`config.mk`:
```
export PLATFORM = sky130hd
export DESIGN_NAME = sdtg_guard
export DESIGN_NICKNAME = d
export VERILOG_FILES = /design/src/hw/sdtg_gap_timer.v /design/src/hw/sdtg_guard.v /design/src/hw/sdtg_link_sync.v
export VERILOG_INCLUDE_DIRS = /design/src /design/src/hw
export SDC_FILE = /design/constraint.sdc
export NUM_CORES = 1
export LEC_CHECK = 0
export ABC_AREA = 0
export BUFFER_PORTS_ARGS = -buffer_cell sky130_fd_sc_hd__buf_4
export CORE_ASPECT_RATIO = 0.9
export CORE_MARGIN = 2
export CORE_UTILIZATION = 53
export CTS_CLUSTER_DIAMETER = 80
export DETAILED_ROUTE_END_ITERATION = 10
export PLACE_DENSITY = 0.7
export SLEW_MARGIN = 15
export SYNTH_ARGS = -nofsm -noshare
export SYNTH_HDL_FRONTEND = slang
export SYNTH_SLANG_ARGS = --single-unit
```
`constraint.sdc`:
```
create_clock -name mclk -period 21.3 [get_ports mclk]
set_clock_uncertainty 0.2 [all_clocks]
set_input_delay 4.26 -clock mclk [delete_from_list [all_inputs] [get_ports mclk]]
set_output_delay 4.26 -clock mclk [all_outputs]
set_load 0.01 [all_outputs]
```
`src/hw/sdtg_regs.vh`:
```
// Operation
// - refresh/load-mode to refresh/activate: rfc gap+1
// - precharge to refresh/activate: rp gap+1
// - activate to read/write: rcd gap+1
// - last write data to precharge: wr gap+1
// - changed write recovery write starts init
// - activate to precharge: ras gap+1
// - activate to activate: rc gap+1
// - activate to other-bank activate: rrd gap+1
// - last write to read: wtr gap+1
// - secondary register writable only when unlocked
// - primary register writable only when unlocked
// - row open at most limit+1 refresh intervals
// - power-down exit to non-read: xp gap+1
// - self-refresh exit to non-read: xsnr gap+1
// - self-refresh exit to read: xsrd gap+1
// - read to precharge: rtp gap+1
// - clock-enable held stable cke gap+1
`ifndef SDTG_REGS_VH
`define SDTG_REGS_VH

`define SDTG_OFS_PRIMARY 8'h00
`define SDTG_OFS_SECONDARY 8'h04
`define SDTG_OFS_CONTROL 8'h08
`define SDTG_OFS_STATUS 8'h0C

`define SDTG_RST_PRIMARY 32'h356B4B9B
`define SDTG_RST_SECONDARY 32'h001DF145
`define SDTG_MASK_PRIMARY 32'hFFFFFFFB
`define SDTG_MASK_SECONDARY 32'h7E7FFFFF

`define SDTG_F_RFC 31:25
`define SDTG_F_RP 24:22
`define SDTG_F_RCD 21:19
`define SDTG_F_WR 18:16
`define SDTG_F_RAS 15:11
`define SDTG_F_RC 10:6
`define SDTG_F_RRD 5:3
`define SDTG_F_WTR 1:0
`define SDTG_F_RASMAX 30:27
`define SDTG_F_XP 26:25
`define SDTG_F_XSNR 22:16
`define SDTG_F_XSRD 15:8
`define SDTG_F_RTP 7:5
`define SDTG_F_CKE 4:0
`define SDTG_B_UNLOCK 0

`define SDTG_CMD_NOP 4'h0
`define SDTG_CMD_REFRESH 4'h1
`define SDTG_CMD_LOAD_MODE 4'h2
`define SDTG_CMD_PRECHARGE 4'h3
`define SDTG_CMD_ACTIVATE 4'h4
`define SDTG_CMD_READ 4'h5
`define SDTG_CMD_WRITE 4'h6
`define SDTG_CMD_CKE_LOW 4'h7
`define SDTG_CMD_PD_EXIT 4'h8
`define SDTG_CMD_SR_EXIT 4'h9

`endif

```
`src/hw/sdtg_gap_timer.v`:
```
`timescale 1ns/1ps
module sdtg_gap_timer (
  input wire mclk,
  input wire rstN,
  input wire tick,
  input wire load,
  input wire [7:0] loadValue,
  output wire done
);
  reg [7:0] count;

  // loaded with gap on the issuing tick, so gap+1 ticks pass before done
  always @(posedge mclk or negedge rstN) begin
    if (!rstN) begin
      count <= 8'h00;
    end else if (load) begin
      count <= loadValue;
    end else if (tick && count != 8'h00) begin
      count <= count - 8'h01;
    end
  end

  assign done = (count == 8'h00);
endmodule

```
`src/hw/sdtg_guard.v`:
```
`timescale 1ns/1ps
`include "sdtg_regs.vh"
module sdtg_guard (
  input wire mclk,
  input wire reset_n,
  input wire [7:0] regAddr,
  input wire [31:0] regWdata,
  input wire regWr,
  input wire regRd,
  output reg [31:0] regRdata,
  input wire ddrClk,
  input wire cmdReq,
  input wire [3:0] cmdType,
  input wire [2:0] cmdBank,
  output wire cmdGrant,
  input wire lastWriteData,
  input wire refreshTick,
  output reg [3:0] memCmd,
  output reg [2:0] memBank,
  output reg memCmdValid,
  output reg memCke,
  output wire [7:0] forcePrecharge,
  output reg initStart
);
  reg [1:0] rstSync;
  wire rstN;
  reg [31:0] timingPrimary;
  reg [31:0] timingSecondary;
  reg timingUnlock;
  reg [2:0] lastWrBank;
  reg [7:0] openBank;
  reg [7:0] forcePre;
  reg [31:0] next_rdata;
  reg allowBase;
  wire ddrRise;
  wire [7:0] rpDone;
  wire [7:0] rcdDone;
  wire [7:0] rasDone;
  wire [7:0] rcDone;
  wire [7:0] rtpDone;
  wire [7:0] wrDone;
  wire rfcDone;
  wire rrdDone;
  wire wtrDone;
  wire xpDone;
  wire xsnrDone;
  wire xsrdDone;
  wire ckeDone;
  wire nonReadOk;
  wire [31:0] primaryWritten;
  wire [31:0] secondaryWritten;
  wire [3:0] grantCmd = cmdGrant ? cmdType : `SDTG_CMD_NOP;

  function isNonRead;
    input [3:0] kind;
    begin
      isNonRead = (kind != `SDTG_CMD_READ) && (kind != `SDTG_CMD_NOP);
    end
  endfunction

  function isCmd;
    input [3:0] kind;
    input [3:0] want;
    begin
      isCmd = (kind == want);
    end
  endfunction

  always @(posedge mclk or negedge reset_n) begin
    if (!reset_n) begin
      rstSync <= 2'h0;
    end else begin
      rstSync <= {rstSync[0], 1'b1};
    end
  end
  assign rstN = rstSync[1];

  sdtg_link_sync linkSync (
    .mclk(mclk),
    .rstN(rstN),
    .ddrClk(ddrClk),
    .ddrRise(ddrRise)
  );

  assign primaryWritten = regWdata & `SDTG_MASK_PRIMARY;
  assign secondaryWritten = regWdata & `SDTG_MASK_SECONDARY;

  always @(posedge mclk or negedge rstN) begin
    if (!rstN) begin
      timingPrimary <= `SDTG_RST_PRIMARY;
      timingSecondary <= `SDTG_RST_SECONDARY;
      timingUnlock <= 1'b0;
      initStart <= 1'b0;
    end else begin
      initStart <= 1'b0;
      if (regWr && regAddr == `SDTG_OFS_CONTROL) begin
        timingUnlock <= regWdata[`SDTG_B_UNLOCK];
      end
      if (regWr && regAddr == `SDTG_OFS_PRIMARY && timingUnlock) begin
        timingPrimary <= primaryWritten;
        // only a real change of write recovery restarts the memory
        initStart <= primaryWritten[`SDTG_F_WR] != timingPrimary[`SDTG_F_WR];
      end
      if (regWr && regAddr == `SDTG_OFS_SECONDARY && timingUnlock) begin
        timingSecondary <= secondaryWritten;
      end
    end
  end

  always @* begin
    next_rdata = 32'h00000000;
    case (regAddr)
      `SDTG_OFS_PRIMARY: next_rdata = timingPrimary;
      `SDTG_OFS_SECONDARY: next_rdata = timingSecondary;
      `SDTG_OFS_CONTROL: next_rdata = {31'h00000000, timingUnlock};
      `SDTG_OFS_STATUS: next_rdata = {15'h0000, memCke, forcePre, openBank};
      default: next_rdata = 32'h00000000;
    endcase
  end

  always @(posedge mclk or negedge rstN) begin
    if (!rstN) begin
      regRdata <= 32'h00000000;
    end else if (regRd) begin
      regRdata <= next_rdata;
    end else begin
      regRdata <= 32'h00000000;
    end
  end

  // global spacing timers
  sdtg_gap_timer rfcTimer (
    .mclk(mclk),
    .rstN(rstN),
    .tick(ddrRise),
    .load(isCmd(grantCmd, `SDTG_CMD_REFRESH) || isCmd(grantCmd, `SDTG_CMD_LOAD_MODE)),
    .loadValue({1'b0, timingPrimary[`SDTG_F_RFC]}),
    .done(rfcDone)
  );

  sdtg_gap_timer rrdTimer (
    .mclk(mclk),
    .rstN(rstN),
    .tick(ddrRise),
    .load(isCmd(grantCmd, `SDTG_CMD_ACTIVATE)),
    .loadValue({5'h00, timingPrimary[`SDTG_F_RRD]}),
    .done(rrdDone)
  );

  sdtg_gap_timer wtrTimer (
    .mclk(mclk),
    .rstN(rstN),
    .tick(ddrRise),
    .load(lastWriteData),
    .loadValue({6'h00, timingPrimary[`SDTG_F_WTR]}),
    .done(wtrDone)
  );

  sdtg_gap_timer xpTimer (
    .mclk(mclk),
    .rstN(rstN),
    .tick(ddrRise),
    .load(isCmd(grantCmd, `SDTG_CMD_PD_EXIT)),
    .loadValue({6'h00, timingSecondary[`SDTG_F_XP]}),
    .done(xpDone)
  );

  sdtg_gap_timer xsnrTimer (
    .mclk(mclk),
    .rstN(rstN),
    .tick(ddrRise),
    .load(isCmd(grantCmd, `SDTG_CMD_SR_EXIT)),
    .loadValue({1'b0, timingSecondary[`SDTG_F_XSNR]}),
    .done(xsnrDone)
  );

  sdtg_gap_timer xsrdTimer (
    .mclk(mclk),
    .rstN(rstN),
    .tick(ddrRise),
    .load(isCmd(grantCmd, `SDTG_CMD_SR_EXIT)),
    .loadValue(timingSecondary[`SDTG_F_XSRD]),
    .done(xsrdDone)
  );

  sdtg_gap_timer ckeTimer (
    .mclk(mclk),
    .rstN(rstN),
    .tick(ddrRise),
    .load(isCmd(grantCmd, `SDTG_CMD_CKE_LOW) || isCmd(grantCmd, `SDTG_CMD_PD_EXIT) ||
          isCmd(grantCmd, `SDTG_CMD_SR_EXIT)),
    .loadValue({3'h0, timingSecondary[`SDTG_F_CKE]}),
    .done(ckeDone)
  );

  // per-bank timers and row-open supervision
  genvar b;
  generate
    for (b = 0; b < 8; b = b + 1) begin : bankGuard
      wire hit;
      reg [3:0] openTicks;
      localparam [2:0] BANK_ID = b;
      assign hit = (cmdBank == BANK_ID);

      sdtg_gap_timer rpTimer (
        .mclk(mclk),
        .rstN(rstN),
        .tick(ddrRise),
        .load(isCmd(grantCmd, `SDTG_CMD_PRECHARGE) && hit),
        .loadValue({5'h00, timingPrimary[`SDTG_F_RP]}),
        .done(rpDone[b])
      );

      sdtg_gap_timer rcdTimer (
        .mclk(mclk),
        .rstN(rstN),
        .tick(ddrRise),
        .load(isCmd(grantCmd, `SDTG_CMD_ACTIVATE) && hit),
        .loadValue({5'h00, timingPrimary[`SDTG_F_RCD]}),
        .done(rcdDone[b])
      );

      sdtg_gap_timer rasTimer (
        .mclk(mclk),
        .rstN(rstN),
        .tick(ddrRise),
        .load(isCmd(grantCmd, `SDTG_CMD_ACTIVATE) && hit),
        .loadValue({3'h0, timingPrimary[`SDTG_F_RAS]}),
        .done(rasDone[b])
      );

      sdtg_gap_timer rcTimer (
        .mclk(mclk),
        .rstN(rstN),
        .tick(ddrRise),
        .load(isCmd(grantCmd, `SDTG_CMD_ACTIVATE) && hit),
        .loadValue({3'h0, timingPrimary[`SDTG_F_RC]}),
        .done(rcDone[b])
      );

      sdtg_gap_timer rtpTimer (
        .mclk(mclk),
        .rstN(rstN),
        .tick(ddrRise),
        .load(isCmd(grantCmd, `SDTG_CMD_READ) && hit),
        .loadValue({5'h00, timingSecondary[`SDTG_F_RTP]}),
        .done(rtpDone[b])
      );

      sdtg_gap_timer wrTimer (
        .mclk(mclk),
        .rstN(rstN),
        .tick(ddrRise),
        .load(lastWriteData && lastWrBank == BANK_ID),
        .loadValue({5'h00, timingPrimary[`SDTG_F_WR]}),
        .done(wrDone[b])
      );

      // counts refresh intervals while the row stays open
      always @(posedge mclk or negedge rstN) begin
        if (!rstN) begin
          openBank[b] <= 1'b0;
          forcePre[b] <= 1'b0;
          openTicks <= 4'h0;
        end else if (isCmd(grantCmd, `SDTG_CMD_PRECHARGE) && hit) begin
          openBank[b] <= 1'b0;
          forcePre[b] <= 1'b0;
          openTicks <= 4'h0;
        end else if (isCmd(grantCmd, `SDTG_CMD_ACTIVATE) && hit) begin
          openBank[b] <= 1'b1;
          openTicks <= 4'h0;
        end else if (openBank[b] && refreshTick) begin
          if (openTicks == timingSecondary[`SDTG_F_RASMAX]) begin
            forcePre[b] <= 1'b1;
          end else begin
            openTicks <= openTicks + 4'h1;
          end
        end
      end
    end
  endgenerate

  assign forcePrecharge = forcePre;

  always @(posedge mclk or negedge rstN) begin
    if (!rstN) begin
      lastWrBank <= 3'h0;
    end else if (isCmd(grantCmd, `SDTG_CMD_WRITE)) begin
      lastWrBank <= cmdBank;
    end
  end

  assign nonReadOk = xpDone && xsnrDone;

  // a command passes only once every constraint on it has run out
  always @* begin
    allowBase = 1'b0;
    case (cmdType)
      `SDTG_CMD_REFRESH, `SDTG_CMD_LOAD_MODE: allowBase = rfcDone && (&rpDone);
      `SDTG_CMD_PRECHARGE: begin
        allowBase = rasDone[cmdBank] && wrDone[cmdBank] && rtpDone[cmdBank];
      end
      `SDTG_CMD_ACTIVATE: begin
        allowBase = rfcDone && rpDone[cmdBank] && rcDone[cmdBank] && rrdDone;
      end
      `SDTG_CMD_READ: begin
        allowBase = rcdDone[cmdBank] && wtrDone && xsrdDone && !forcePre[cmdBank];
      end
      `SDTG_CMD_WRITE: allowBase = rcdDone[cmdBank] && !forcePre[cmdBank];
      `SDTG_CMD_CKE_LOW: allowBase = ckeDone && memCke;
      `SDTG_CMD_PD_EXIT, `SDTG_CMD_SR_EXIT: allowBase = ckeDone && !memCke;
      default: allowBase = 1'b0;
    endcase
  end

  // commands only leave on a memory clock rising edge
  assign cmdGrant = cmdReq && ddrRise && allowBase &&
                    (!isNonRead(cmdType) || nonReadOk);

  always @(posedge mclk or negedge rstN) begin
    if (!rstN) begin
      memCmd <= `SDTG_CMD_NOP;
      memBank <= 3'h0;
      memCmdValid <= 1'b0;
      memCke <= 1'b0;
    end else begin
      memCmdValid <= cmdGrant;
      if (cmdGrant) begin
        memCmd <= cmdType;
        memBank <= cmdBank;
      end
      if (isCmd(grantCmd, `SDTG_CMD_CKE_LOW)) begin
        memCke <= 1'b0;
      end else if (isCmd(grantCmd, `SDTG_CMD_PD_EXIT) || isCmd(grantCmd, `SDTG_CMD_SR_EXIT)) begin
        memCke <= 1'b1;
      end
    end
  end
endmodule

```
`src/hw/sdtg_link_sync.v`:
```
`timescale 1ns/1ps
module sdtg_link_sync (
  input wire mclk,
  input wire rstN,
  input wire ddrClk,
  output wire ddrRise
);
  reg [2:0] stage;

  always @(posedge mclk or negedge rstN) begin
    if (!rstN) begin
      stage <= 3'h0;
    end else begin
      stage <= {stage[1:0], ddrClk};
    end
  end

  // edge found between second and third stage, first stage only feeds the second
  assign ddrRise = stage[1] & ~stage[2];
endmodule

```
-- Yosys cells after proc, flatten, opt, wreduce, memory -nomap -nowiden
Cells that the tools add are included.
Widths: inputs -> output; s select.
- register bits after elaboration: 599
- output and inout port bits: 51
- word-level logic and storage cells: 775
- $add $sub $neg: 63
- order comparisons: 1
- eq/ne operators: 61
- muxes and demuxes: 211
- bitwise operators: 2
- reductions and logical operators: 346
- operators by type and width (cell ; number):
    $mux 8 ; 110
    $logic_not 8->1 ; 56
    $reduce_bool 8->1 ; 55
    $sub 8x1->8 const B ; 55
    $reduce_bool 2->1 ; 80
    $mux 4 ; 33
    $pmux 32 s4 ; 1
    $logic_and 1x1->1 ; 117
    $mux 1 ; 58
    $add 4x1->4 const B ; 8
    $eq 4x3->1 const B ; 8
    $eq 4x4->1 ; 8
    $mux 32 ; 1
    $eq 3x3->1 const B ; 8
    $ne 3x1->1 const B ; 8
    $reduce_and 3->1 ; 8
    $reduce_bool 3->1 ; 8
    $bmux 1 s3 ; 7
    $eq 4x2->1 const B ; 4
    $eq 4x4->1 const B ; 4
    $eq 8x4->1 const B ; 2
    $ne 2x2->1 const B ; 8
    $reduce_and 2->1 ; 8
    $eq 3x2->1 const B ; 4
    other kinds (15) ; 25

-- Logic depth before layout (Yosys ltp)
- depth in word-level cells: 14
- gate-level depth with buffers: 14
- depth with buffers taken out: 10

-- By module
From an unflattened synthesis, not the netlist that was laid out.
- cells, all modules: 3931
- area, all modules: 37150.6 um^2
- modules (own cells, without submodules) (module ; instances ; cells an instance ; area an instance (um^2) ; sequential area each (um^2)):
    sdtg_gap_timer ; 55 ; 58 ; 528.0 ; 200.2
    sdtg_guard ; 1 ; 737 ; 8021.4 ; 3941.3
    sdtg_link_sync ; 1 ; 4 ; 88.8 ; 75.1

-- Worst setup path before layout
No wires, ideal clock.
- kind: input to output
- start: input port cmdBank[1]
- end: output port cmdGrant
- data arrival time: 6206 ps
- required time: 16840 ps
- path slack: 10634 ps
- cell stages on the path: 8
- buffers on the path: 2
- cell sequence: clkbuf_1 > nor2b_1 > nand2_1 > or4_1 > a41o_1 > a21oi_1 > o21a_1 > buf_2
- word-level cells in the longest chain between the ends: 8
- ends and longest elaborated chain (what ; RTL line ; RTL):
    start, declared ; sdtg_guard.v:14 ; input wire [2:0] cmdBank,
    $bmux 1 s3, on equally long branches ; sdtg_guard.v:307, sdtg_guard.v:309, sdtg_guard.v:304 ;
    $mux 1, on equally long branches ; sdtg_guard.v:307, sdtg_guard.v:309, sdtg_guard.v:304 ;
    $logic_and 1x1->1, on equally long branches (3 in a row) ; sdtg_guard.v:307, sdtg_guard.v:304 ;
    $pmux 1 s7 * ; sdtg_guard.v:298 ; case (cmdType)
    $logic_and 1x1->1 * (2 in a row) ; sdtg_guard.v:317 ; assign cmdGrant = cmdReq && ddrRise && allowBase &&
    end, declared ; sdtg_guard.v:15 ; output wire cmdGrant,
Mark *: on every way between the ends. The rest lies on a longest branch, timed or not. The select of a mux whose other input is x is not followed.

-- Worst setup path in the final report
- start: input port cmdBank[0]
- end: output port cmdGrant
Same word-level chain as after synthesis.

==> PnR_summary.wiki <==
{| class="wikitable"
! Metric !! Value
|-
| Outcome || finished clean
|-
| Worst skew pair latency || 0.64 ns
|-
| Largest cells by area after synthesis || sky130_fd_sc_hd__dfrtp_1, sky130_fd_sc_hd__xnor2_1, sky130_fd_sc_hd__nor2_1
|-
| Number of clock buffers inserted by TritonCTS || 61
|-
| Synth Cell Area || 0.03120 mm2
|-
| Number of global-route vias before repair || 24,120
|-
| Number of max-cap violations || 0
|-
| FFs w/ async S/R, synth || 100.0%
|-
| Worst IR drop on VDD || 77.67 uV
|-
| Die area || 0.06082 mm2
|-
| Post_cts resized || 0
|-
| Element type at the critical path end || output port
|-
| Cells along the critical path || buf_4, nor2b_1, nand2_1, or4_1, a41o_1, a21oi_1, o21a_1, buf_4
|-
| Setup Fix Bufs, Post-CTS || 0
|-
| Arr. time, crit path || 6.67 ns
|-
| CP startpoint kind || input port
|-
| Hold Crit Class || flip-flop to async pin
|-
| Worst path slowest cell || sky130_fd_sc_hd__or4_1
|-
| Number of antenna violations at the first check in global routing || 5
|-
| Remaining max-slew budget at the tightest pin || 24.02%
|-
| Ratio of cells with drive above 1 in the final layout || 10.76%
|-
| Routed length per instance || 20.50 um
|-
| Synthesized area per cell || 9.691 um2
|-
| Most common cell after layout, fill and taps aside || sky130_fd_sc_hd__dfrtp_1
|-
| Fill cell count || 4,889
|-
| Synthesized net count || 3,372
|-
| Initial standard-cell utilization of the core || 53.48%
|-
| Rows || 84
|-
| CTS tree || built
|-
| Core area || 0.05833 mm2
|-
| Number of top-level pins || 106
|-
| Power Dens Cells || 108.3 mW/mm2
|-
| Detailed Route Iter0 Violations || 1,989
|-
| Antenna violation net count after detailed routing || 0
|-
| Wire length after detailed routing || 84,260 um
|-
| Leak Pwr || 14.51 nW
|-
| Required @ worst endpoint || 16.84 ns
|-
| Worst-path maximum fanout || 16
|-
| Pin slew with the least headroom to its limit || 1.129 ns
|-
| DR vias/cell || 5.784
|-
| Number of flops mapped to enable cells by yosys || 0
|-
| Number of optimization iterations in the first detailed-route pass || 5
|-
| Post-route clock period utilization || 52.27%
|-
| Root Buffer || sky130_fd_sc_hd__clkbuf_16
|-
| Total routing resource utilization after global routing || 28.37%
|-
| Area of all placed cells without fillers || 0.03469 mm2
|-
| Post-Route Setup TNS || 0 ns
|-
| Number of hold buffers added after cts || 0
|-
| Share of the yosys chip area belonging to registers || 48.17%
|-
| Most frequently used flop master after synthesis || sky130_fd_sc_hd__dfrtp_1
|-
| Area added between synthesis and finish || 11.19%
|-
| Most numerous cell on the critical path || sky130_fd_sc_hd__buf_4
|-
| Post-synth cell types || 83
|-
| Routability congestion estimate from global placement || 0.9407
|-
| Final nets || 3,441
|-
| Final max-slew violation count || 0
|-
| Max incr delay on CP || 0.57 ns
|-
| Synthesized instance count || 3,219
|-
| Area of placed instances || 0.03267 mm2
|-
| Die boundary width || 259.7 um
|-
| Count of buffers inserted at the top-level ports || 105
|-
| Half-perimeter wire length after placement || 59,910 um
|-
| Number of synthesized register bits || 599
|-
| Wire length of the first global-routing pass || 133,600 um
|-
| Remaining design rule violation count || 0
|-
| Fraction of post-synthesis cell area in the top cell type by area || 45.64%
|-
| Maximum number of pins on one net before global-route repair || 183
|-
| Start-to-end type of the worst setup path || input port to output port
|-
| Endpoints failing hold || 0
|-
| Maximum number of buffers from clock root to sink || 3
|-
| Overflow after GRT || 0
|-
| Number of endpoints failing setup at the final stage || 0
|-
| WP buf/inv || 2
|-
| Floorplan die height || 234.2 um
|-
| Top delay family on crit path || simple AND/OR/NAND/NOR gates
|-
| F_max || 89.82 MHz
|-
| Setup repair after global routing missed its margin || no
|-
| Clock transition time at the flip-flop clock pins of the worst setup and hold paths || 0.06 ns
|-
| Via count || 23,780
|-
| Cell type contributing the most total cell area after synthesis || sky130_fd_sc_hd__dfrtp_1
|-
| Clock sinks || 599
|-
| Top library cells by usage in the layout, fill and taps aside || sky130_fd_sc_hd__dfrtp_1, sky130_fd_sc_hd__nor2_1, sky130_fd_sc_hd__nand2_1
|-
| Clock H-tree levels || 2
|-
| Min Tclk post-route || 11.13 ns
|-
| Synth Warn # || 0
|}
-- synth_stat cells (all sizes together) (14+ instances only) --
cell type	count
a21oi	139
and3	14
xnor2	230
or3	49
ha	98
nand2b	21
nor3	109
nor2	481
o21ai	90
mux2i	46
buf	50
nand4	30
nand3	74
dfstp	30
nand2	338
nor3b	32
xor2	181
mux2	105
or4	19
clkbuf	68
and2	20
nor4b	22
a31oi	24
nor4	105
o211ai	16
inv	128
dfrtp	569
-- sequential cells by signal (all words and copies together) (netlist names), 4 cells and up --
signal                    flops
bankGuard.rasTimer.count     64
forcePrecharge                8
memCmd                        4
regRdata                     32
bankGuard.wrTimer.count      64
bankGuard.rcdTimer.count     64
rfcTimer.count                8
xsrdTimer.count               8
openBank                      8
wtrTimer.count                8
timingSecondary              29
bankGuard.rpTimer.count      64
bankGuard.openTicks          32
xsnrTimer.count               8
bankGuard.rcTimer.count      64
bankGuard.rtpTimer.count     64
timingPrimary                31
ckeTimer.count                8
rrdTimer.count                8
xpTimer.count                 8
-- where the power goes --
group          total [mW]  switching, mW  leakage (nW)  internal (mW)
combinational       0.897          0.468          6.55          0.429
sequential           1.77          0.317          6.97           1.45
clock                1.09          0.455         0.986          0.631
-- layout make-up --
cell class	instances	area [um2]	share of cell area (%)
Antenna cell	1	2.502	0.007214
Clock buffer	92	1773	5.111
Clock inverter	19	232.7	0.6709
Inverter	128	480.5	1.385
Multi-Input combinational cell	2374	15240	43.94
Sequential cell	599	15030	43.33
Tap cell	774	968.4	2.792
Timing Repair Buffer	124	955.9	2.756
-- routing by layer --
layer,vias to the layer above,wire length [um],global-route usage (%)
met5,-,38,0
li1,11120,-,-
met3,173,6068,6.150
met1,11810,36150,37.67
met2,673,38690,45.58
met4,6,3315,11.15
-- kinds of logic (layout without fill, tap and decap cells) --
logic type / after synthesis / after routing / synth area share (%)
AND/OR/NAND/NOR: 1357 / 1357 / 20.82
flip-flops: 599 / 599 / 48.17
XOR/XNOR: 411 / 411 / 11.54
AO/OA/AOI/OAI: 351 / 351 / 6.818
buffers and inverters: 246 / 363 / 3.088
multiplexers: 156 / 156 / 5.627
adder cells (fa/ha/maj): 98 / 98 / 3.931
other: 1 / 2 / 0.01202
-- worst paths after layout --
path | from | endpoint | slack [ns] | depth (start not counted)
worst max-delay path | cmdBank[0] | cmdGrant | 10.17 | 8
worst min-delay path | rstSync[1] | bankGuard[2].rtpTimer.count[2] | 0.14 | 0
worst max register to register | bankGuard[6].rpTimer.count[3] | forcePrecharge[5] | 16.51 | 9
worst min register to register | rstSync[1] | bankGuard[2].rtpTimer.count[2] | 0.14 | 0
max in group asynchronous | reset_n | rstSync[1] | 17.59 | 1
min in group mclk | linkSync.stage[0] | linkSync.stage[1] | 0.15 | 0
-- metrics by stage --
step	total power, mW	hold slack (ns)	worst slack, ns	util (%)	instances
after floorplan	2.423	0.1312	3.220	-	3219
after global placement	2.593	0.1356	10.30	56.01	3999
after detailed placement	2.673	0.1403	10.25	56.01	3999
after CTS	3.772	0.1533	10.25	59.45	4110
after global routing	4.005	0.1533	10.09	59.46	4110
final	3.755	0.1383	10.17	59.46	4111
-- worst reg2reg max path: cells and delay by family, from the launching register on --
| family | cells | cell delay [ns] |
|---|---|---|
| flip-flops | 1 | 0.43 |
| AND/OR/NAND/NOR | 5 | 2.27 |
| buffers and inverters | 1 | 0.32 |
| AO/OA/AOI/OAI | 3 | 1.46 |
(Power assumes the default switching activity.)
